`src/verilog/refclk_sw_cfg.svh`:
```
`ifndef REFCLK_SW_CFG_SVH
`define REFCLK_SW_CFG_SVH

`define CLK_PERIOD_NS 4
`define REF_PERIOD_NS 40
`define REF_HALF_CYCLES ((`REF_PERIOD_NS / 2) / `CLK_PERIOD_NS)
`define LOSS_PERIODS 2
`define LOSS_CYCLES ((`LOSS_PERIODS * `REF_PERIOD_NS) / `CLK_PERIOD_NS)
`define REQ_HOLD_PERIODS 3
`define RESET_PULSE_NS 10
`define RESET_PULSE_CYCLES \
   ((`RESET_PULSE_NS + `CLK_PERIOD_NS - 1) / `CLK_PERIOD_NS)
`define LOCK_EDGES 8
`define LOCK_STABLE_CYCLES 16
`define DRIFT_CYCLES 64
`define CNT_W 8
`define OSC_W 8
`define OSC_NOMINAL 8'h80
`define OSC_FLOOR 8'h00
`define SEL_PRIMARY 1'b0
`define SEL_BACKUP 1'b1

`endif

```
`src/verilog/refclk_sw_pkg.sv`:
```
package refclk_sw_pkg;
   typedef enum logic [1:0] {
      ST_RUN = 2'b00,
      ST_GATE = 2'b01,
      ST_JOIN = 2'b10
   } sw_state_type;
   typedef enum logic [1:0] {
      U_IDLE = 2'b00,
      U_HOLD = 2'b01,
      U_WAIT = 2'b10,
      U_RST = 2'b11
   } user_state_type;
endpackage

```
`src/verilog/refclk_sw_if.sv`:
```
`timescale 1ns/100ps
`default_nettype none
interface refclk_sw_if;
   logic primaryRefClk;
   logic backupRefClk;
   logic switchReq;
   logic manualOnly;
   logic pllReset;
   logic pfdEna;
   logic [1:0] clkBad;
   logic activeClock;
   logic locked;
   modport device (
      input primaryRefClk, backupRefClk, switchReq, manualOnly,
      input pllReset, pfdEna,
      output clkBad, activeClock, locked
   );
   modport user (
      output primaryRefClk, backupRefClk, switchReq, manualOnly,
      output pllReset, pfdEna,
      input clkBad, activeClock, locked
   );
endinterface
`default_nettype wire

```
`src/verilog/clock_sense.sv`:
```
`timescale 1ns/100ps
`default_nettype none
`include "refclk_sw_cfg.svh"
module clock_sense #(
   parameter int LOSS_CYCLES = `LOSS_CYCLES
) (
   input wire logic clk,
   input wire logic arst_n,
   input wire logic refLvl,
   output logic rise,
   output logic fall,
   output logic bad
);
   logic prev_r;
   logic bad_r;
   logic [`CNT_W-1:0] idle_r;
   logic [`CNT_W-1:0] lossLimit;

   assign lossLimit = `CNT_W'(LOSS_CYCLES - 1);
   assign rise = refLvl & ~prev_r;
   assign fall = ~refLvl & prev_r;
   assign bad = bad_r;

   always_ff @(posedge clk or negedge arst_n) begin
      if (!arst_n) begin
         prev_r <= 1'b0;
         idle_r <= '0;
         bad_r <= 1'b0;
      end else begin
         prev_r <= refLvl;
         if (rise) begin
            idle_r <= '0;
            bad_r <= 1'b0;
         end else if (idle_r == lossLimit) begin
            bad_r <= 1'b1;
         end else begin
            idle_r <= idle_r + `CNT_W'(1);
         end
      end
   end
endmodule
`default_nettype wire

```
`src/verilog/refclk_switchover.sv`:
```
`timescale 1ns/100ps
`default_nettype none
`include "refclk_sw_cfg.svh"
module refclk_switchover #(
   parameter int LOSS_CYCLES = `LOSS_CYCLES,
   parameter int LOCK_EDGES = `LOCK_EDGES,
   parameter int DRIFT_CYCLES = `DRIFT_CYCLES
) (
   input wire logic clk,
   input wire logic arst_n,
   refclk_sw_if.device link,
   output logic gatedRef,
   output logic [`OSC_W-1:0] oscCtrl,
   output logic switching
);
   // Reference pins are asynchronous to clk
   logic pSync1_r;
   logic pSync2_r;
   logic bSync1_r;
   logic bSync2_r;
   logic reqPrev_r;
   logic sel_r;
   logic gateOn_r;
   logic gatedRef_r;
   logic locked_r;
   logic switching_r;
   logic [`OSC_W-1:0] osc_r;
   logic [`OSC_W-1:0] osc_nxt;
   logic [`CNT_W-1:0] lockCnt_r;
   logic [`CNT_W-1:0] driftCnt_r;
   refclk_sw_pkg::sw_state_type state_r;
   refclk_sw_pkg::sw_state_type state_nxt;

   logic pRise;
   logic pFall;
   logic pBad;
   logic bRise;
   logic bFall;
   logic bBad;

   clock_sense #(.LOSS_CYCLES(LOSS_CYCLES)) u_primarySense (
      .clk(clk),
      .arst_n(arst_n),
      .refLvl(pSync2_r),
      .rise(pRise),
      .fall(pFall),
      .bad(pBad)
   );

   clock_sense #(.LOSS_CYCLES(LOSS_CYCLES)) u_backupSense (
      .clk(clk),
      .arst_n(arst_n),
      .refLvl(bSync2_r),
      .rise(bRise),
      .fall(bFall),
      .bad(bBad)
   );

   function automatic logic pick(input logic s, input logic p,
                                 input logic b);
      pick = s ? b : p;
   endfunction

   wire reqRise = link.switchReq & ~reqPrev_r;
   wire actBad = pick(sel_r, pBad, bBad);
   wire othBad = pick(sel_r, bBad, pBad);
   wire oldFall = pick(sel_r, pFall, bFall);
   wire newFall = pick(sel_r, bFall, pFall);
   wire actLvl = pick(sel_r, pSync2_r, bSync2_r);
   wire actRise = pick(sel_r, pRise, bRise);
   // Manual-only mode ignores loss; request edges still act
   wire autoGo = ~link.manualOnly & actBad;
   wire startSw = reqRise | autoGo;
   wire gateNow = oldFall | actBad;
   // A dead target never yields a falling edge, so we wait here
   wire joinNow = newFall & ~othBad;
   wire lockLimit = lockCnt_r == `CNT_W'(LOCK_EDGES - 1);
   wire driftTick = driftCnt_r == `CNT_W'(DRIFT_CYCLES - 1);
   wire oscAtNom = osc_r == `OSC_NOMINAL;
   wire loopLive = link.pfdEna & gateOn_r & ~actBad;

   always_comb begin
      state_nxt = state_r;
      unique case (state_r)
         refclk_sw_pkg::ST_RUN: begin
            if (startSw) begin
               state_nxt = refclk_sw_pkg::ST_GATE;
            end
         end
         refclk_sw_pkg::ST_GATE: begin
            if (gateNow) begin
               state_nxt = refclk_sw_pkg::ST_JOIN;
            end
         end
         refclk_sw_pkg::ST_JOIN: begin
            if (joinNow) begin
               state_nxt = refclk_sw_pkg::ST_RUN;
            end
         end
         default: begin
            state_nxt = refclk_sw_pkg::ST_RUN;
         end
      endcase
   end

   always_comb begin
      osc_nxt = osc_r;
      if (link.pllReset) begin
         osc_nxt = `OSC_NOMINAL;
      end else if (loopLive) begin
         if (osc_r < `OSC_NOMINAL) begin
            osc_nxt = osc_r + `OSC_W'(1);
         end else if (osc_r > `OSC_NOMINAL) begin
            osc_nxt = osc_r - `OSC_W'(1);
         end
      end else if (driftTick && osc_r != `OSC_FLOOR) begin
         // Held control only sags slowly downward
         osc_nxt = osc_r - `OSC_W'(1);
      end
   end

   always_ff @(posedge clk or negedge arst_n) begin
      if (!arst_n) begin
         pSync1_r <= 1'b0;
         pSync2_r <= 1'b0;
         bSync1_r <= 1'b0;
         bSync2_r <= 1'b0;
         reqPrev_r <= 1'b0;
      end else begin
         pSync1_r <= link.primaryRefClk;
         pSync2_r <= pSync1_r;
         bSync1_r <= link.backupRefClk;
         bSync2_r <= bSync1_r;
         reqPrev_r <= link.switchReq;
      end
   end

   always_ff @(posedge clk or negedge arst_n) begin
      if (!arst_n) begin
         state_r <= refclk_sw_pkg::ST_RUN;
         sel_r <= `SEL_PRIMARY;
         gateOn_r <= 1'b1;
         switching_r <= 1'b0;
      end else begin
         state_r <= state_nxt;
         switching_r <= state_nxt != refclk_sw_pkg::ST_RUN;
         if (state_r == refclk_sw_pkg::ST_GATE && gateNow) begin
            gateOn_r <= 1'b0;
         end
         if (state_r == refclk_sw_pkg::ST_JOIN && joinNow) begin
            // Repeats each time, either direction
            sel_r <= ~sel_r;
            gateOn_r <= 1'b1;
         end
      end
   end

   // Gated reference: old input low when cut, new low when joined
   always_ff @(posedge clk or negedge arst_n) begin
      if (!arst_n) begin
         gatedRef_r <= 1'b0;
      end else begin
         gatedRef_r <= gateOn_r & actLvl & ~link.pllReset;
      end
   end

   always_ff @(posedge clk or negedge arst_n) begin
      if (!arst_n) begin
         osc_r <= `OSC_NOMINAL;
         driftCnt_r <= '0;
      end else begin
         osc_r <= osc_nxt;
         if (loopLive || link.pllReset || driftTick) begin
            driftCnt_r <= '0;
         end else begin
            driftCnt_r <= driftCnt_r + `CNT_W'(1);
         end
      end
   end

   // Lock needs settled control and a run of clean reference edges
   always_ff @(posedge clk or negedge arst_n) begin
      if (!arst_n) begin
         lockCnt_r <= '0;
         locked_r <= 1'b0;
      end else if (link.pllReset || !loopLive || !oscAtNom ||
                   state_r != refclk_sw_pkg::ST_RUN) begin
         lockCnt_r <= '0;
         locked_r <= 1'b0;
      end else if (actRise && !locked_r) begin
         if (lockLimit) begin
            locked_r <= 1'b1;
         end else begin
            lockCnt_r <= lockCnt_r + `CNT_W'(1);
         end
      end
   end

   // Flags come straight from the detectors; a running clock keeps them low
   assign link.clkBad = {bBad, pBad};
   assign link.activeClock = sel_r;
   assign link.locked = locked_r;
   assign gatedRef = gatedRef_r;
   assign oscCtrl = osc_r;
   assign switching = switching_r;
endmodule
`default_nettype wire

```
`src/flat_wrapper.sv`:
```
// flat-port wrapper written by rule: the top's interface ports become plain ports
module refclk_switchover_flat 
#(
   parameter int LOSS_CYCLES = `LOSS_CYCLES,
   parameter int LOCK_EDGES = `LOCK_EDGES,
   parameter int DRIFT_CYCLES = `DRIFT_CYCLES
)
  (clk, arst_n, gatedRef, oscCtrl, switching, link_primaryRefClk, link_backupRefClk, link_switchReq, link_manualOnly, link_pllReset, link_pfdEna, link_clkBad, link_activeClock, link_locked);
  refclk_sw_if link_i ();
  input wire logic clk;
  input wire logic arst_n;
  output logic gatedRef;
  output logic [`OSC_W-1:0] oscCtrl;
  output logic switching;
  input wire logic [$bits(link_i.primaryRefClk)-1:0] link_primaryRefClk;
  input wire logic [$bits(link_i.backupRefClk)-1:0] link_backupRefClk;
  input wire logic [$bits(link_i.switchReq)-1:0] link_switchReq;
  input wire logic [$bits(link_i.manualOnly)-1:0] link_manualOnly;
  input wire logic [$bits(link_i.pllReset)-1:0] link_pllReset;
  input wire logic [$bits(link_i.pfdEna)-1:0] link_pfdEna;
  output wire logic [$bits(link_i.clkBad)-1:0] link_clkBad;
  output wire logic [$bits(link_i.activeClock)-1:0] link_activeClock;
  output wire logic [$bits(link_i.locked)-1:0] link_locked;
  assign link_i.primaryRefClk = link_primaryRefClk;
  assign link_i.backupRefClk = link_backupRefClk;
  assign link_i.switchReq = link_switchReq;
  assign link_i.manualOnly = link_manualOnly;
  assign link_i.pllReset = link_pllReset;
  assign link_i.pfdEna = link_pfdEna;
  assign link_clkBad = link_i.clkBad;
  assign link_activeClock = link_i.activeClock;
  assign link_locked = link_i.locked;
  refclk_switchover #(.LOSS_CYCLES(LOSS_CYCLES), .LOCK_EDGES(LOCK_EDGES), .DRIFT_CYCLES(DRIFT_CYCLES)) u_core (.clk(clk), .arst_n(arst_n), .link(link_i), .gatedRef(gatedRef), .oscCtrl(oscCtrl), .switching(switching));
endmodule
```
`config.mk`:
```
export PLATFORM = sky130hd
export DESIGN_NAME = refclk_switchover_flat
export DESIGN_NICKNAME = d
export VERILOG_FILES = /design/src/verilog/refclk_sw_pkg.sv /design/src/verilog/refclk_sw_if.sv /design/src/verilog/clock_sense.sv /design/src/verilog/refclk_switchover.sv /design/src/flat_wrapper.sv
export VERILOG_INCLUDE_DIRS = /design/src /design/src/verilog
export SDC_FILE = /design/constraint.sdc
export NUM_CORES = 1
export LEC_CHECK = 0
export ABC_AREA = 0
export BUFFER_PORTS_ARGS = -buffer_cell sky130_fd_sc_hd__clkbuf_2
export CAP_MARGIN = 0
export CORE_UTILIZATION = 40
export CTS_CLUSTER_SIZE = 8
export DETAILED_ROUTE_END_ITERATION = 7
export PLACE_DENSITY_LB_ADDON = 0.1
export REMOVE_ABC_BUFFERS = 1
export SYNTH_ARGS = -nofsm -noshare
export SYNTH_HDL_FRONTEND = slang
export SYNTH_SLANG_ARGS = --single-unit
```
`constraint.sdc`:
```
create_clock -name clk -period 4.4 [get_ports clk]
set_input_delay 0.66 -clock clk [delete_from_list [all_inputs] [get_ports clk]]
set_output_delay 0.66 -clock clk [all_outputs]
set_load 0.01 [all_outputs]
```
; ---- Yosys cells after proc, flatten, opt, wreduce, memory -nomap -nowiden
; Cells that the tools add are included.
[op_classes]
n_div = 0
n_mux = 32
add_sub_neg = 6
shifts = 0
multipliers = 0
n_reduce_logical = 25
eq_ne = 11
magnitude_cmp = 2
bitwise_logic = 23
[op_table]
columns = cell, n
row1 = two-way mux 8 bit, 13
row2 = adder 8 x 1 -> 8 bit (second input constant), 5
row3 = == test 8 x 5 -> 1 bit (second input constant), 2
row4 = two-way mux 1 bit, 15
row5 = nonzero test 2 bit, 7
row6 = AND 1 bit, 11
row7 = inverter 1 bit, 10
row8 = == test 8 x 3 -> 1 bit (second input constant), 1
row9 = == test 8 x 6 -> 1 bit (second input constant), 1
row10 = == test 8 bit (second input constant), 1
row11 = > comparator 8 bit (second input constant), 1
row12 = less-than comparator 8 bit (second input constant), 1
row13 = nonzero test 8 bit, 1
row14 = subtractor 8 x 1 -> 8 bit (second input constant), 1
row15 = two-way mux 2 bit, 3
row16 = case mux 2 bit (3 select lines), 1
row17 = AND reduction 2 bit, 3
row18 = logical OR 1 bit, 5
row19 = logical AND 1 bit, 4
row20 = inequality test 2 x 1 -> 1 bit (second input constant), 2
row21 = inequality test 4 bit (second input constant), 1
row22 = zero test 1 bit, 3
row23 = nonzero test 3 bit, 1
row24 = == test 2 x 1 -> 1 bit (second input constant), 1
row25 = 4 further kinds, 5
[word_totals]
memories = 0
input_bits = 8
regBits = 56
mem_bits_ro = 0
out_inout_bits = 14
elab_cells = 119
latch_bits = 0
ram_bits = 0

; ---- Longest topological paths before layout
; Gate-level depths: netlist of run 1.
[depth]
depth_word = 9
mapped_depth = 8

; ---- Modules after synthesis
; From an unflattened synthesis of run 1, not the netlist that was laid out.
[unflattened]
hier_cells = 288
hier_area_um2 = 2964.1
[by_module_without_submodules]
columns = module, n_inst, seq_area_each_um2, area_each_um2, cells_per_inst
row1 = refclk_switchover, 1, 903.4, 1983.2, 194
row2 = clock_sense, 2, 250.2, 490.5, 47

; ---- Worst setup path after synthesis of run 1
; No wires, ideal clock.
[synth_path]
path_type = reg-to-reg
from = register u_core.sel_r, in the netlist u_core.link.activeClock
to = register u_core.osc_r[3], in the netlist u_core.oscCtrl[3]
n_path_buf = 3
t_arrival_ns = 2.129
stages_incl_launch_ff = 9
path_slack_ns = 2.171
cell_sequence = dfrtp_1 buf_6 mux2_4 nor3_4 and3b_1 buf_6 or2_1 buf_6 o311ai_2
[synth_between]
elab_chain_cells = 5
elab_cells_between_ends = 8
classes_between = eq/ne: 1 / mux: 3 / bitwise: 2 / reduce/logical: 2
[synth_rtl]
columns = item, line
row1 = start: declaration, refclk_switchover.sv:22  ; logic sel_r;
row2 = start signal: assignment, refclk_switchover.sv:141  ; sel_r <= `SEL_PRIMARY;
row3 = start signal: assignment, refclk_switchover.sv:152  ; sel_r <= ~sel_r;
row4 = two-way mux 1 bit *, refclk_switchover.sv:61  ; pick = s ? b : p;
row5 = inverter 1 bit *, refclk_switchover.sv:80  ; wire loopLive = link.pfdEna & gateOn_r & ~actBad;
row6 = AND 1 bit *, refclk_switchover.sv:80
row7 = "inequality test 4 bit (no line), or another cell as far along", -
row8 = AND reduction 2 bit (no line) / two-way mux 8 bit (equally long branches), -
row9 = end signal: assignment, refclk_switchover.sv:169  ; osc_r <= `OSC_NOMINAL;
row10 = end signal: assignment, refclk_switchover.sv:172  ; osc_r <= osc_nxt;
row11 = end: declaration, refclk_switchover.sv:27  ; logic [`OSC_W-1:0] osc_r;
; Mark *: on every way between the ends. The rest lies on a longest branch, timed or not.
; A chain may end at the register's enable or synchronous reset.

; ---- Worst setup path in the final report of run 1
[layout_path]
from = register u_core.sel_r, in the netlist u_core.link.activeClock
to = register u_core.osc_r[6], in the netlist u_core.oscCtrl[6]
; Same word-level chain as after synthesis.

==> reports/qor.csv, run 1 <==
metric,value,unit
status,completed,
layout_common_cells,"dfrtp_1, nor2_1, clkbuf_2, xor2_1, nand3_1",
cts_tree,done,
avgRoutedWirePerCell,12.9,um
critPathLaunchType,flip-flop,
root_buffer,clkbuf_8,
vias,2049,
numPlacedInstances,394,
start_util,0.419,
overflow,0,
fillerInstances,656,
dr.pass1.iters,4,
cp.required,4.57,ns
grt_pass1_vias,1942,
cp_top_family,compound AO/OA/AOI/OAI gates,
drc,0,
drive_gt1_frac,0.131,
antenna_found_initial,0,
crit_type,flip-flop to flip-flop,
power.density,477,nW/um^2
fp.dieH,86.8,um
die-area,7530,sq um
crit_start,u_core.link.activeClock,
avgSynthCellArea,10.0,sq um
slew_viol_final,0,
worstMarginPinSlew,0.966,ns
rsz0062_at_grt,false,
power.leakage,1.41,nW
h-tree-depth,2,
design_area,3150,sq um
ctsHoldBuffers,0,
yosys.cell_types.count,48,
coreArea,6870,sq um
vdd_drop_max,0.238,mV
ys_warn_count,0,
crit_buf_inv,0,
die_w,86.8,um
finalSetupViolCount,0,
post_dp_cell_area,3040,sq um
synthCells,287,
clockBufferDepth,2,
r2r-start,u_core.link.activeClock,
cts.clk_slew.worst_paths,0.10,ns
synth_edf_count,0,
period_minus_slack,2.38,ns
rows,30,
register_area,1400,sq um
place_congestion,0.771,
post_cts_buffers,0,
ioPinCount,22,
hold_viol,0,
portBuffers,21,
cp.arrival,2.55,ns
track_usage,0.152,
ys_seq_area_frac,0.488,
insertion_delay,0.30,ns
dpl.hpwl,3.68,mm
end_kind,flip-flop,
postSynth.asyncResetShare,1.00,
grt_max_degree,30,
worstPathCellList,mux2_4 > nor2_1 > a211oi_1 > or2_1 > o221ai_1,
synth_seq_cells,56,
cap_violations,0,
diodes,0,
fin_skew,0.00836,ns
nNetsFinal,320,
final_cells,402,
cpMaxStageDelayCell,a211oi_1,
grt_pass1_wl,9.01,mm
drtAntennaViolNets,0,
path_max_fanout,10,
hold_path.class,flip-flop to flip-flop,
vias_per_cell,5.10,
fmax,421,MHz
relSlewSlack,0.352,
worstHoldStart,u_core.bSync1_r,
area_delta_synth_final,9.35,%
wirelength,5.17,mm
syn_area,2880,sq um
final_common_cell,dfrtp_1,
ys.flop_type,dfrtp_1,
tns,0,ns
critPathMaxStageDelay,0.78,ns
cts_resized,0,
drtIter0Drc,66,
fin_crit_sh,0.540,
clock_sinks,56,
multi_input_area,1380,sq um
numCtsBuffers,5,
power,1.50,mW
[stage by stage]
| step | setup WS [ns] | hold slack, ns | utilization |
|---|---|---|---|
| final | 2.02 | 0.355 | 0.458 |
| after global routing | 1.74 | 0.378 | 0.458 |
| after CTS | 2.00 | 0.358 | 0.458 |
| after detailed placement | 1.84 | 0.335 | 0.442 |
| after global placement | 1.96 | 0.335 | 0.442 |
| after floorplan | 2.26 | 0.331 | - |
[Yosys cell counts (2+ instances only)]
master    number  area share
a211oi_1       2      0.0052
a21oi_1        9       0.016
or3b_2         2      0.0061
dfrtp_1       54        0.47
ha_1           7       0.030
nor4b_1        3      0.0091
o21ai_0       11       0.019
buf_6          3       0.012
or2b_1         2      0.0052
nor4_1         3      0.0065
or3_1          5       0.011
nor2b_1        5       0.011
nand2_1       13       0.017
or4_1          2      0.0052
nand2b_1       2      0.0043
a21o_1         2      0.0052
dfstp_2        2       0.018
nor3_1         8       0.014
nand4_1        5       0.011
and4_1         2      0.0061
o211ai_1       4       0.010
nand3_1       18       0.031
xnor2_1        8       0.024
nor2_1        42       0.055
and2_1         2      0.0043
inv_1          6      0.0078
nand3b_1       5       0.013
clkbuf_1       6      0.0078
buf_4          2      0.0052
xor2_1        19       0.058
mux2i_1        7       0.024
and3_1        10       0.022
[logic make-up after synthesis]
group	count (synthesis)	synth area share
muxes	9	0.0335
and+or+nand+nor	136	0.254
xor gates and xnor gates	27	0.0822
buffers and inverters	17	0.0326
DFF	56	0.488
adders and majority gates	7	0.0304
AOI/OAI and AO/OA	35	0.0796
[final cells by class]
class,instances,area share
Clock buffer,6,0.0231
Tap cell,96,0.0382
Clock inverter,2,0.0111
Multi-Input combinational cell,214,0.438
Timing Repair Buffer,22,0.0358
Inverter,6,0.00716
Sequential cell,56,0.446
[worst register-to-register path, cell delays in order (launching register included)]
cell      delay, ns
dfrtp_1        0.54
mux2_4         0.27
nor2_1         0.10
a211oi_1       0.78
or2_1          0.40
o221ai_1       0.17
[state kept, by name, indices dropped and copies added (netlist names), 2 cells and up]
name	flops
u_core.driftCnt_r	8
u_core.lockCnt_r	8
u_core.oscCtrl	8
u_core.state_r	2
u_core.u_backupSense.idle_r	8
u_core.u_primarySense.idle_r	8
[layer usage]
layer	wire length [um]	track usage	share of wire
met5	0	0	0
met4	52	0.0470	0.010
met3	149	0.0305	0.029
met2	2230	0.236	0.43
met1	2730	0.213	0.53
[path summary, 6_finish.rpt]
check / to / slack, ns / depth (start not counted)
max: u_core.oscCtrl[6] / 2.02 / 5
min: u_core.bSync2_r / 0.36 / 0
max reg2reg: u_core.oscCtrl[6] / 2.02 / 5
min reg2reg: u_core.bSync2_r / 0.36 / 0
max in group asynchronous: u_core.driftCnt_r[7] / 3.15 / 2
min in group asynchronous: u_core.state_r[0] / 0.40 / 1
[report_power, final]
part	switching [mW]	internal, mW	total [mW]
combinational	0.230	0.198	0.427
clock	0.160	0.169	0.329
sequential	0.135	0.609	0.743
total	0.524	0.976	1.50
Note: power is estimated with default switching activity, not from simulation.
==> run 2: changes to the inputs <==
ABC_AREA = 1   (was 0)
clock period = 2.16 ns   (was 4.4 ns; I/O delays follow)
==> reports/qor.csv, run 2 <==
metric,value,unit
antenna_found_initial,0,
path_max_fanout,5,
critPathMaxStageDelay,0.45,ns
synth_area_leaders,"dfrtp_1, nand2_1, nor2_1",
h-tree-depth,2,
clock_sinks,56,
hold_ws,-0.0170,ns
finalSetupViolCount,0,
layout_common_cells,"nand2_1, dfrtp_1, nor2_1, inv_1, clkbuf_2",
start_util,0.416,
drc,0,
path_common_cell,inv_1,
cap_violations,0,
highest-signal-layer,met4,
dpl.hpwl,4.29,mm
synth_seq_cells,56,
die-area,7890,sq um
hold_path.class,input pin to async pin,
grt_pass1_vias,2190,
rsz0062_at_grt,false,
met3_length,188,um
violations,negative hold slack,
avgRoutedWirePerCell,11.7,um
vdd_drop_max,0.449,mV
ys_seq_area_frac,0.466,
cp_top_family,simple AND/OR/NAND/NOR gates,
power.leakage,1.62,nW
tns,0,ns
drtAntennaViolNets,0,
worstMarginPinSlew,0.493,ns
postSynth.asyncResetShare,1.00,
wirelength,5.74,mm
nNetsFinal,405,
crit_buf_inv,3,
cts_resized,0,
post_cts_buffers,0,
root_buffer,clkbuf_8,
area_delta_synth_final,10.0,%
fin_crit_sh,0.841,
place_congestion,0.807,
layout_setup_ws,0.343,ns
clockBufferDepth,2,
rows,31,
synthCells,366,
diodes,0,
vias,2327,
avgSynthCellArea,8.24,sq um
period_minus_slack,1.82,ns
ys.flop_type,dfrtp_1,
track_usage,0.165,
relSlewSlack,0.668,
final_common_cell,nand2_1,
yosysMostFrequentCell,nand2_1,
cp.required,2.40,ns
grt_max_degree,57,
numCtsBuffers,5,
cpMaxStageDelayCell,dfrtp_1,
design_area,3320,sq um
synth_top_area_frac,0.448,
hold_viol,8,
yosysTopAreaCell,dfrtp_1,
fp.dieH,88.8,um
portBuffers,21,
power.density,1020,nW/um^2
end_kind,flip-flop,
cp.arrival,2.06,ns
ys_warn_count,0,
grt_pass1_wl,9.85,mm
status,finished with violations,
critPathLaunchType,flip-flop,
coreArea,7250,sq um
die_w,88.8,um
post_dp_cell_area,3220,sq um
slew_viol_final,0,
overflow,0,
yosys.cell_types.count,41,
wl_met2,2.69,mm
yosys-top-cells-count,"nand2_1, dfrtp_1, nor2_1",
syn_area,3020,sq um
drive_gt1_frac,0.176,
crit_type,flip-flop to flip-flop,
worstPathCellList,inv_1 > ha_1 > inv_1 > nor2_2 > nand2_1 > nor2_2 > nand2_1 > inv_1 > o21ai_0 > a21oi_1,
fmax,550,MHz
dr.pass1.iters,5,
wl_met1,2.80,mm
insertion_delay,0.31,ns
pre_cts_ws,0.362,ns
drtIter0Drc,104,
fin_skew,0.00944,ns
cts_tree,done,
synth_edf_count,0,
ioPinCount,22,
vias_per_cell,4.75,
ctsHoldBuffers,0,
cts.clk_slew.worst_paths,0.10,ns
[run 2: per-layer routing]
| layer | vias to the layer above | track usage |
|---|---|---|
| met4 | 0 | 0.0528 |
| met5 | - | 0 |
| met2 | 35 | 0.280 |
| met3 | 5 | 0.0336 |
| li1 | 1213 | - |
| met1 | 1074 | 0.210 |
[run 2: cell families after synthesis]
group,Yosys count,share of synthesized area
and+or+nand+nor,174,0.272
xor gates and xnor gates,11,0.0320
muxes,1,0.00332
DFF,56,0.466
adders and majority gates,7,0.0290
buffers and inverters,62,0.0876
AOI/OAI and AO/OA,55,0.110
[run 2: layout make-up]
| type | count | area, sq um |
|---|---|---|
| Clock buffer | 6 | 82.6 |
| Timing Repair Buffer | 22 | 125 |
| Clock inverter | 2 | 15.0 |
| Fill cell | 731 | 3940 |
| Sequential cell | 56 | 1400 |
| Inverter | 57 | 219 |
| Multi-Input combinational cell | 248 | 1350 |
| Tap cell | 99 | 124 |
[run 2: where the power goes]
part	internal (mW)	switching, mW	total, mW
sequential	1.26	0.257	1.51
combinational	0.499	0.756	1.26
clock	0.260	0.347	0.607
[run 2: worst paths after layout]
| kind | startpoint | depth (start not counted) | slack, ns | end |
|---|---|---|---|---|
| max in group asynchronous | arst_n | 2 | 1.84 | u_core.gateOn_r |
| min in group clk | link_backupRefClk | 1 | 0.11 | u_core.bSync1_r |
| hold / removal | arst_n | 2 | -0.02 | u_core.driftCnt_r[0] |
| setup / recovery | u_core.oscCtrl[0] | 10 | 0.34 | u_core.lockCnt_r[2] |
| hold reg to reg | u_core.bSync1_r | 0 | 0.36 | u_core.bSync2_r |
| setup reg to reg | u_core.oscCtrl[0] | 10 | 0.34 | u_core.lockCnt_r[2] |
[run 2: per-stage QoR]
stage / instances / utilization / total power [mW]
6_report: 490 / 0.457 / 3.38
5_1_grt: 490 / 0.457 / 3.68
4_1_cts: 490 / 0.457 / 3.42
3_5_place_dp: 482 / 0.444 / 2.80
3_3_place_gp: 482 / 0.444 / 2.80
2_1_floorplan: 361 / - / 2.45
